**config.mk**
```make
export PLATFORM = sky130hd
export DESIGN_NAME = hkgate_top
export DESIGN_NICKNAME = d
export VERILOG_FILES = /design/src/verilog/hkgate_pkg.sv /design/src/verilog/hkgate_cksum.sv /design/src/verilog/hkgate_top.sv
export SDC_FILE = /design/constraint.sdc
export NUM_CORES = 1
export LEC_CHECK = 0
export BUFFER_PORTS_ARGS = -buffer_cell sky130_fd_sc_hd__buf_4
export CAP_MARGIN = 30
export CORE_UTILIZATION = 61
export CTS_CLUSTER_SIZE = 14
export DETAILED_ROUTE_END_ITERATION = 6
export GPL_TIMING_DRIVEN = 0
export PLACE_DENSITY_LB_ADDON = 0.15
export SKIP_CTS_REPAIR_TIMING = 1
export SLEW_MARGIN = 20
export SYNTH_ARGS = -nofsm -noshare
export SYNTH_HDL_FRONTEND = slang
export SYNTH_SLANG_ARGS = --single-unit
```
**constraint.sdc**
```tcl
create_clock -name clock -period 2.99 [get_ports clock]
set_input_delay 0.1495 -clock clock [delete_from_list [all_inputs] [get_ports clock]]
set_output_delay 0.1495 -clock clock [all_outputs]
set_load 0.01 [all_outputs]
```
**src/verilog/hkgate_pkg.sv**
```systemverilog
`default_nettype none
package hkgate_pkg;
   // Primary header constants of an accepted command
   localparam logic [2:0]  VERSION_NUMBER   = 3'h0;
   localparam logic        TYPE_TC          = 1'h1;
   localparam logic        DFH_FLAG         = 1'h1;
   localparam logic [6:0]  APID_VALUE       = 7'h47;
   localparam logic [3:0]  CATEGORY_VALUE   = 4'hc;
   localparam logic [1:0]  SEQ_FLAGS_VALUE  = 2'h3;
   localparam logic [2:0]  SEQ_SOURCE_GND   = 3'h0;
   localparam logic [15:0] LENGTH_VALUE     = 16'h0007;
   // Secondary header constants
   localparam logic [2:0]  SEC_VERSION      = 3'h0;
   localparam logic        CKSUM_FLAG       = 1'h1;
   localparam logic [3:0]  ACK_VALUE        = 4'h1;
   localparam logic [7:0]  SERVICE_HK       = 8'h03;
   localparam logic [7:0]  SUBTYPE_ENABLE   = 8'h05;
   localparam logic [7:0]  SUBTYPE_DISABLE  = 8'h06;
   localparam logic [7:0]  PAD_HEADER       = 8'h00;
   // Application data
   localparam logic [7:0]  PAD_PARAM_VALUE  = 8'h01;
   localparam logic [7:0]  SELECTOR_VALUE   = 8'h01;
   // Packet size in bytes: 6 primary, 4 secondary, 2 data, 2 checksum
   localparam int          PACKET_BYTES     = 14;
   // Forwarding state after reset
   localparam logic        FWD_RESET        = 1'h0;
   // Housekeeping cycle period
   localparam int          CLOCK_HZ         = 40000000;
   localparam int          HK_PERIOD_MS     = 11300;
   localparam longint      HK_PERIOD_CYC    = longint'(HK_PERIOD_MS) * CLOCK_HZ / 1000;
endpackage
`default_nettype wire

```
**src/verilog/hkgate_cksum.sv**
```systemverilog
`timescale 1ns/1ps
`default_nettype none
// Running 16-bit packet checksum over the command bytes
module hkgate_cksum
   import hkgate_pkg::*;
(
   // Clock and control
   input  wire logic        clock,
   input  wire logic        srst,
   input  wire logic        clk_en,
   // Byte stream
   input  wire logic        clear,
   input  wire logic        take,
   input  wire logic [7:0]  data,
   // Running sum
   output logic [15:0]      sum
);
   // Even bytes feed the high half, odd bytes the low half
   logic                    odd;  // Byte position parity

   // Word-wise XOR accumulation
   always_ff @(posedge clock) begin
      if (srst || (clk_en && clear)) begin
         sum <= 16'h0000;
         odd <= 1'b0;
      end else if (clk_en && take) begin
         if (odd) begin
            sum[7:0] <= sum[7:0] ^ data;
         end else begin
            sum[15:8] <= sum[15:8] ^ data;
         end
         odd <= ~odd;
      end
   end
endmodule
`default_nettype wire

```
**src/verilog/hkgate_top.sv**
```systemverilog
`timescale 1ns/1ps
`default_nettype none
module hkgate_top
   import hkgate_pkg::*;
#(
   parameter longint PERIOD_CYC = HK_PERIOD_CYC
)(
   // Clock and control
   input  wire logic        clock,
   input  wire logic        srst,
   input  wire logic        clk_en,
   // Telecommand byte stream
   input  wire logic        tc_valid,
   input  wire logic [7:0]  tc_data,
   input  wire logic        tc_last,
   output logic             tc_ready,
   // Cycle skip from engineering command path
   input  wire logic        cycle_skip,
   // Packet completion from the packetizer
   input  wire logic        hk_done,
   // Outputs
   output logic             cycle_start,
   output logic             hk_forward,
   output logic             hk_discard,
   output logic             fwd_enabled,
   output logic             cmd_accepted,
   output logic             cmd_rejected
);
   typedef enum {st_recv, st_drain} hkgate_state_type;

   hkgate_state_type        state;      // Receiver state
   logic [3:0]              index;      // Byte index in packet
   logic [7:0]              hdr [0:11]; // Captured header and data bytes
   logic [15:0]             sum;        // Running checksum
   logic [15:0]             sum_held;   // Sum over bytes before checksum
   logic [7:0]              ck_hi;      // First checksum byte
   logic                    take;       // Byte accepted this cycle
   logic                    good_hdr;   // Header and data match
   logic                    finish;     // Last byte of a full packet
   logic [39:0]             cyc_cnt;    // Cycle period counter

   // Always ready; no backlog to stall on
   assign tc_ready = 1'b1;
   assign take     = clk_en && tc_valid;
   assign finish   = take && (index == 4'(PACKET_BYTES - 1));

   // Header comparison against fixed command layout
   function automatic logic hdr_ok(input logic [7:0] b [0:11]);
      hdr_ok = (b[0] == {VERSION_NUMBER, TYPE_TC, DFH_FLAG, APID_VALUE[6:4]})
            && (b[1] == {APID_VALUE[3:0], CATEGORY_VALUE})
            && (b[2][7:6] == SEQ_FLAGS_VALUE) && (b[2][5:3] == SEQ_SOURCE_GND)
            && ({b[4], b[5]} == LENGTH_VALUE)
            // Only the acceptance-acknowledge form passes; other codes refused
            && (b[6] == {SEC_VERSION, CKSUM_FLAG, ACK_VALUE})
            && (b[7] == SERVICE_HK)
            && (b[9] == PAD_HEADER)
            && (b[10] == PAD_PARAM_VALUE) && (b[11] == SELECTOR_VALUE);
   endfunction

   // Sequence count is not checked: the sender owns it
   assign good_hdr = hdr_ok(hdr);

   hkgate_cksum u_cksum (
      .clock  (clock),
      .srst   (srst),
      .clk_en (clk_en),
      .clear  (finish || (take && tc_last)),
      .take   (take && index < 4'(PACKET_BYTES - 2)),
      .data   (tc_data),
      .sum    (sum)
   );

   // Byte capture and framing
   always_ff @(posedge clock) begin
      if (srst) begin
         state    <= st_recv;
         index    <= 4'h0;
         ck_hi    <= 8'h00;
         sum_held <= 16'h0000;
      end else if (take) begin
         case (state)
            st_recv: begin
               if (tc_last || index == 4'(PACKET_BYTES - 1)) begin
                  index <= 4'h0;
                  // Full length without a last marker: skip the tail
                  state <= tc_last ? st_recv : st_drain;
               end else begin
                  index <= index + 4'h1;
               end
               if (index < 4'(PACKET_BYTES - 2)) begin
                  hdr[index] <= tc_data;
               end
               if (index == 4'(PACKET_BYTES - 2)) begin
                  ck_hi    <= tc_data;
                  sum_held <= sum;
               end
            end
            st_drain: begin
               // Overlong packet: skip until its last byte
               if (tc_last) begin
                  state <= st_recv;
               end
            end
            default: state <= st_recv;
         endcase
      end
   end

   // Command decision and forwarding state
   always_ff @(posedge clock) begin
      if (srst) begin
         fwd_enabled  <= FWD_RESET;
         cmd_accepted <= 1'b0;
         cmd_rejected <= 1'b0;
      end else if (clk_en) begin
         cmd_accepted <= 1'b0;
         cmd_rejected <= 1'b0;
         // Last marker before byte 14: short packet
         if (state == st_recv && take && tc_last && !finish) begin
            cmd_rejected <= 1'b1;
         end else if (finish) begin
            if (good_hdr && {ck_hi, tc_data} == sum_held &&
                (hdr[8] == SUBTYPE_ENABLE || hdr[8] == SUBTYPE_DISABLE)) begin
               cmd_accepted <= 1'b1;
               fwd_enabled  <= (hdr[8] == SUBTYPE_ENABLE);
            end else begin
               cmd_rejected <= 1'b1;
            end
         end
      end
   end

   // Free-running cycle timer, independent of forwarding
   always_ff @(posedge clock) begin
      if (srst) begin
         cyc_cnt     <= 40'h0;
         cycle_start <= 1'b0;
      end else if (clk_en) begin
         cycle_start <= 1'b0;
         if (cyc_cnt == 40'(PERIOD_CYC - 1)) begin
            cyc_cnt     <= 40'h0;
            cycle_start <= !cycle_skip;
         end else begin
            cyc_cnt <= cyc_cnt + 40'h1;
         end
      end
   end

   // Gate completed packets; collection is untouched
   always_ff @(posedge clock) begin
      if (srst) begin
         hk_forward <= 1'b0;
         hk_discard <= 1'b0;
      end else if (clk_en) begin
         hk_forward <= hk_done && fwd_enabled;
         hk_discard <= hk_done && !fwd_enabled;
      end
   end

   // Gate outputs
   a_gate_excl: assert property (@(posedge clock) disable iff (srst)
      !(hk_forward && hk_discard))
      else $error("forward and discard both high");
   a_fwd_follow: assert property (@(posedge clock) disable iff (srst)
      clk_en && hk_done |=> hk_forward == $past(fwd_enabled))
      else $error("forward does not follow enable");
   a_drop_disabled: assert property (@(posedge clock) disable iff (srst)
      clk_en && hk_done && !fwd_enabled |=> hk_discard && !hk_forward)
      else $error("completed packet not dropped");
   // Command results and forwarding state
   a_reject_hold: assert property (@(posedge clock) disable iff (srst)
      cmd_rejected |-> $stable(fwd_enabled))
      else $error("rejected command changed state");
   a_enable_set: assert property (@(posedge clock) disable iff (srst)
      cmd_accepted && $rose(fwd_enabled) |-> $past(hdr[8]) == SUBTYPE_ENABLE)
      else $error("enable without subtype five");
   a_disable_clr: assert property (@(posedge clock) disable iff (srst)
      cmd_accepted && $past(hdr[8]) == SUBTYPE_DISABLE |-> !fwd_enabled)
      else $error("disable did not clear");
   a_change_cause: assert property (@(posedge clock) disable iff (srst)
      !$stable(fwd_enabled) && !$past(srst) |-> cmd_accepted)
      else $error("state changed without command");
   a_one_result: assert property (@(posedge clock) disable iff (srst)
      !(cmd_accepted && cmd_rejected))
      else $error("accept and reject together");
   a_reset_off: assert property (@(posedge clock) disable iff (srst)
      $past(srst) |-> fwd_enabled == FWD_RESET)
      else $error("forwarding not at reset default");
   // Framing: short, bad and overlong packets
   a_short_reject: assert property (@(posedge clock) disable iff (srst)
      take && tc_last && state == st_recv && !finish |=> cmd_rejected)
      else $error("short packet not rejected");
   a_header_reject: assert property (@(posedge clock) disable iff (srst)
      finish && !good_hdr |=> cmd_rejected)
      else $error("bad header not rejected");
   a_drain_quiet: assert property (@(posedge clock) disable iff (srst)
      take && state == st_drain |=> !cmd_accepted && !cmd_rejected)
      else $error("skipped tail gave a result");
   // Collection cycle timer
   a_cycle_pulse: assert property (@(posedge clock) disable iff (srst)
      clk_en && cycle_start |=> !cycle_start)
      else $error("cycle pulse too long");
   a_cycle_due: assert property (@(posedge clock) disable iff (srst)
      clk_en && !cycle_skip && cyc_cnt == 40'(PERIOD_CYC - 1) |=> cycle_start)
      else $error("cycle pulse missing");
   a_cycle_skip: assert property (@(posedge clock) disable iff (srst)
      clk_en && cycle_skip && cyc_cnt == 40'(PERIOD_CYC - 1) |=> !cycle_start)
      else $error("skipped cycle still pulsed");
endmodule
`default_nettype wire

```
# ---- Word-level counts from Yosys, hierarchy flattened
# Cells that the tools add are included.
dict set report word_totals {
  register_bits 219
  out_inout_bits 7
  input_bits 15
  elab_cells 111
}
dict set report op_classes {
  bitwise 6
  reduce_logical 41
  n_mux 16
  eq_ne 17
  add_sub_neg 2
  order_cmp 3
}
# operator count
set op_table {}
lappend op_table {{96-bit bitwise mux} 1}
lappend op_table {{32-bit logical NOT} 2}
lappend op_table {{32-bit two-way mux} 2}
lappend op_table {{32-bit case mux with 2 select lines} 1}
lappend op_table {{40-bit by 1-bit adder with 40-bit output (second input constant)} 1}
lappend op_table {{40-bit by 29-bit == test with 1-bit output (second input constant)} 1}
lappend op_table {{40-bit two-way mux} 1}
lappend op_table {{8-bit demux with 4-bit select} 1}
lappend op_table {{32-bit by 1-bit == test with 1-bit output (second input constant)} 1}
lappend op_table {{1-bit logical AND} 23}
lappend op_table {{16-bit == test} 1}
lappend op_table {{16-bit by 3-bit == test with 1-bit output (second input constant)} 1}
lappend op_table {{8-bit by 1-bit == test with 1-bit output (second input constant)} 2}
lappend op_table {{8-bit by 3-bit == test with 1-bit output (second input constant)} 2}
lappend op_table {{8-bit by 5-bit == test with 1-bit output (second input constant)} 2}
lappend op_table {{8-bit XOR} 2}
lappend op_table {{4-bit == test (second input constant)} 2}
lappend op_table {{8-bit by 2-bit == test with 1-bit output (second input constant)} 1}
lappend op_table {{8-bit by 7-bit == test with 1-bit output (second input constant)} 1}
lappend op_table {{8-bit logical NOT} 1}
lappend op_table {{1-bit two-way mux} 8}
lappend op_table {{8-bit two-way mux} 1}
lappend op_table {{4-bit AND reduction} 2}
lappend op_table {{2-bit AND reduction} 3}
lappend op_table {{13 further kinds} 22}

# ---- Logic depth before layout (Yosys ltp)
dict set report logic_depth {
  word_depth 15
  mapped_depth 8
  depth_no_buf 6
}

# ---- By module
# From an unflattened synthesis, not the netlist that was laid out.
dict set report unflattened {
  hier_cells 658
  area_unflattened_um2 7305.8
}
# module instances cells_per_inst seq_area_each_um2 area_each_um2
set by_module_without_submodules {}
lappend by_module_without_submodules {hkgate_top 1 582 4053.9 6553.8}
lappend by_module_without_submodules {hkgate_cksum 1 76 340.3 752.0}

# ---- Least setup slack after synthesis
# No wires, ideal clock.
dict set report synth_path {
  kind {register -> register}
  startpoint {reg index[2]}
  endpoint {reg hdr[80] in the netlist's numbering, enable pin}
  path_stages_with_launch 7
  n_path_buf 2
  setup_slack_ns 0.812
  t_required_ns 2.607
  t_arrival_ns 1.794
  setup_ns 0.383
  synth_period_minus_slack_ns 2.178
  cell_sequence {dfxtp_1 > clkbuf_1 > and2_1 > buf_2 > nor4_1 > nand2_1 > nor3_1}
}
dict set report synth_via {
  elab_chain_len 2
}
# item line
set synth_lines {}
lappend synth_lines {{from (decl)} hkgate_top.sv:32} ;# logic [3:0] index;
lappend synth_lines {{from (signal assigned)} hkgate_top.sv:88} ;# index <= index + 4'h1;
lappend synth_lines {{4-bit less-than comparator} hkgate_top.sv:90} ;# if (index < 4'(PACKET_BYTES - 2)) begin
lappend synth_lines {{4-bit AND reduction (no source line)} -}
lappend synth_lines {{to (signal, indexed assignment)} hkgate_top.sv:91} ;# hdr[index] <= tc_data;
lappend synth_lines {{to (decl)} hkgate_top.sv:33} ;# logic [7:0] hdr [0:11];
# No other way between the ends.
# A chain may end at the register's enable or synchronous reset.

# ---- Worst setup path after layout
dict set report layout_path {
  startpoint {reg cyc_cnt[0]}
  endpoint {reg cyc_cnt[13]}
}
dict set report layout_via {
  elab_chain_len 2
  elab_cells_between_ends 3
  classes_between {1 x add/sub; 1 x eq/ne; 1 x mux}
}
# item line
set layout_lines {}
lappend layout_lines {{from (decl)} hkgate_top.sv:40} ;# logic [39:0] cyc_cnt;
lappend layout_lines {{from (signal assigned)} hkgate_top.sv:144} ;# cyc_cnt <= cyc_cnt + 40'h1;
lappend layout_lines {{40-bit by 1-bit adder with 40-bit output / 40-bit by 29-bit == test with 1-bit output (equally long branches)} {hkgate_top.sv:144, hkgate_top.sv:140}}
lappend layout_lines {{40-bit two-way mux *} hkgate_top.sv:140} ;# if (cyc_cnt == 40'(PERIOD_CYC - 1)) begin
# Every way passes the cells marked *; elsewhere a longest branch is shown, timed or not.

==> results.cfg <==
[outcome]
outcome = finished clean

[timing]
rsz0062_at_grt = false
hold_viol_final = 0
drv_slew = 0
fin_skew_ps = 9.886
clock.fmax_mhz = 379.5
worst_pin_slew_ps = 788.6
setup_viol = 0
slew_headroom_pct = 47.02
post-route-min-period_ps = 2635
whs_ps = 11.80
final.setup.tns_ps = 0
fin_crit_sh_pct = 88.14

[routing]
drt_wl_total_um = 14570
ant_nets = 0
initialDrtViolationCount = 337
wire_per_inst_um = 17.95
drcViolationCount = 0
vias_per_cell = 5.901
drt_pass1_iterations = 5
vias = 4792

[clock_tree]
cts.sinks = 177
cts_made_buffers = 17
clock_path_buffers = 2
clk_pin_slew_ps = 70
htree_levels = 4
cts_root_buffer = clkbuf_16
clock_latency_ps = 430
cts_tree = yes

[hold_path]
hold_path_startpoint = hk_done
hold_class = in -> reg
worstHoldPathCells = 3
min_to = hk_discard

[yosys]
synth-main-ff-cell = dfxtp_1
yosysSeqAreaShare_pct = 62.91
syn-mean-instance-area_um2 = 11.29
ys_ff_latch = 177
synth_area_leaders = edfxtp_1, dfxtp_1, nand2_1
syn_nets = 639
synth.cell_area_um2 = 6985
synth.area.mux_share_pct = 0.2866
synth_compound_gate_area_share_pct = 5.660
synth-edff-count = 85
synth-simple-area-share_pct = 21.23
synthArstFlopShare_pct = 0
netlist.area_leader.share_pct = 36.54
synth_top_family_by_area = simple AND/OR/NAND/NOR gates
yosys_warnings = 0
ys_types = 47
synth_fa_ha_area_share_pct = 0.8956
yosysTopAreaCell = edfxtp_1
synth-xor-area-share_pct = 7.272
syn_inst = 619

[die]
core_um2 = 10980
die_w_um = 109.0
fp-row-count = 38
start_util_pct = 63.60
die_area_um2 = 11880
ioPinCount = 22
die_h_um = 109.0

[grt]
grt_pass1_wl_um = 23000
overflow = 0
grtUsageTotal_pct = 26.54
grt_start_max_net_pins = 18
first_global_vias = 4558
antenna_found_initial = 0

[power]
switching_share_pct = 21.71
power_w = 0.005038
leakagePower_nw = 2.644
comb_power_share_pct = 2.9
p_int_w = 0.003944
seq_power_share_pct = 51.0
clkPwrFrac_pct = 46.1
powerDensity_nw_per_um2 = 634.4
power_switching_w = 0.001094
vdd_drop_max_mv = 0.3829

[finish]
fin_nets = 679
fin_cells = 812
diodes = 0
drive_gt1_share_pct = 11.76
area_growth_syn_to_layout_pct = 13.68

[setup_path]
startpoint_type = flip-flop
end_kind = flip-flop
r2r_setup_slack_ps = 350
reg2reg_to = cyc_cnt[13]
crit_fanout = 10
reg2regPathDepth = 8
crit_required_ps = 3310
reg2reg_from = cyc_cnt[0]
path_class = reg -> reg
cp.arrival_ps = 2950

[placement]
portBuffers = 18
dp_cells = 779
gp_congestion = 0.8348
hpwl_um = 9410

[job]
maxCapViolations = 0
## per-layer routing
metal,share of wire (%),GRT usage (%),up-vias
met4,2.2,13.13,0
met3,5.1,4.423,30
met1,44,35.75,2325
met2,48,41.69,140
li1,-,-,2297
met5,0,0,-
## cell usage in the layout (no fill, tap or decap), types with 2 or more instances in the layout
cell	count
nor3_2	3
inv_6	5
or2_2	2
and4_1	3
nor3_1	7
edfxtp_1	85
and4b_1	2
nand3_1	16
clkbuf_1	9
nand3b_1	2
xor2_1	36
clkinv_4	3
or3_1	12
nor4bb_1	3
a21o_1	2
nor4_1	13
or4_1	4
nand2b_1	9
nand4_1	23
nand3_2	3
and3_1	6
inv_1	7
mux2i_1	2
nor2_1	63
nor4b_1	8
xnor2_1	22
o21ai_0	13
nand4_4	2
nand2_1	88
ha_1	5
buf_2	10
nor4_4	2
buf_4	20
o31ai_1	5
a21oi_1	46
bufinv_16	3
clkbuf_16	17
a21boi_0	2
dfxtp_1	92
## cell usage after synthesis (7+ instances only)
| master | number |
|---|---|
| nand3_1 | 16 |
| nand4_1 | 23 |
| o21ai_0 | 13 |
| nor3_1 | 7 |
| nor4b_1 | 8 |
| inv_1 | 7 |
| nor4_1 | 13 |
| or3_1 | 12 |
| clkbuf_1 | 9 |
| edfxtp_1 | 85 |
| xnor2_1 | 22 |
| nand2_1 | 88 |
| a21oi_1 | 46 |
| nand2b_1 | 9 |
| buf_2 | 8 |
| xor2_1 | 36 |
| nor2_1 | 63 |
| dfxtp_1 | 92 |
## per-stage QoR
stage,util [%],setup slack [ps],instance area [um^2]
after detailed placement,66.52,427.6,7306
final,72.31,354.7,7941
after global placement,66.43,409.0,7296
after floorplan,-,812.2,6985
after CTS,72.21,388.1,7931
after global routing,72.31,216.3,7941
## state kept, by name, summed over array words and instances, names as in the netlist, 4 cells and up
| register | count |
|---|---|
| hdr | 85 |
| cyc_cnt | 40 |
| sum_held | 16 |
| u_cksum.sum | 16 |
| ck_hi | 8 |
| index | 4 |
## power by group through the flow
| stage | sequential [W] | combinational (W) | clock [W] |
|---|---|---|---|
| 3_3_place_gp | 0.00262 | 0.000137 | 0 |
| 5_1_grt | 0.00257 | 0.000158 | 0.00244 |
| 4_1_cts | 0.00257 | 0.000144 | 0.00235 |
| 6_report | 0.00257 | 0.000145 | 0.00232 |
| 3_5_place_dp | 0.00262 | 0.000141 | 0 |
| 2_1_floorplan | 0.00262 | 0.0000722 | 0 |
## worst max-delay path: stages, from the launching register on
cell,delay (ps)
dfxtp_1,440
ha_1,320
inv_1,80
nor3_2,620
and4_1,380
or2_2,150
buf_2,240
buf_4,220
nor2_1,70
## cells by family after synthesis
family,after synthesis
AO/OA/AOI/OAI,72
XOR/XNOR,58
adder cells (fa/ha/maj),5
buffers and inverters,27
flip-flops,177
multiplexers,2
other,1
AND/OR/NAND/NOR,277
## cell type report
class,instances,area [um^2]
buffer,20,92.59
clock buffer,17,425.4
clock inverter,15,200.2
fill,760,3042
inverter,7,26.28
multi-input combinational,415,2472
sequential,177,4394
tap,140,175.2
timing repair buffer,21,155.1
## worst max-delay path by stage
stage / depth (start not counted) / slack (ps) / endpoint / startpoint
5_1_grt: 8 / 220 / cyc_cnt[14] / cyc_cnt[0]
4_1_cts: 8 / 390 / cyc_cnt[13] / cyc_cnt[0]
2_1_floorplan: 6 / 810 / hdr[80] / index[2]
3_3_place_gp: 6 / 410 / hdr[86] / index[2]
3_5_place_dp: 8 / 430 / cyc_cnt[13] / cyc_cnt[0]
6_report: 8 / 350 / cyc_cnt[13] / cyc_cnt[0]
(Power assumes the default switching activity.)
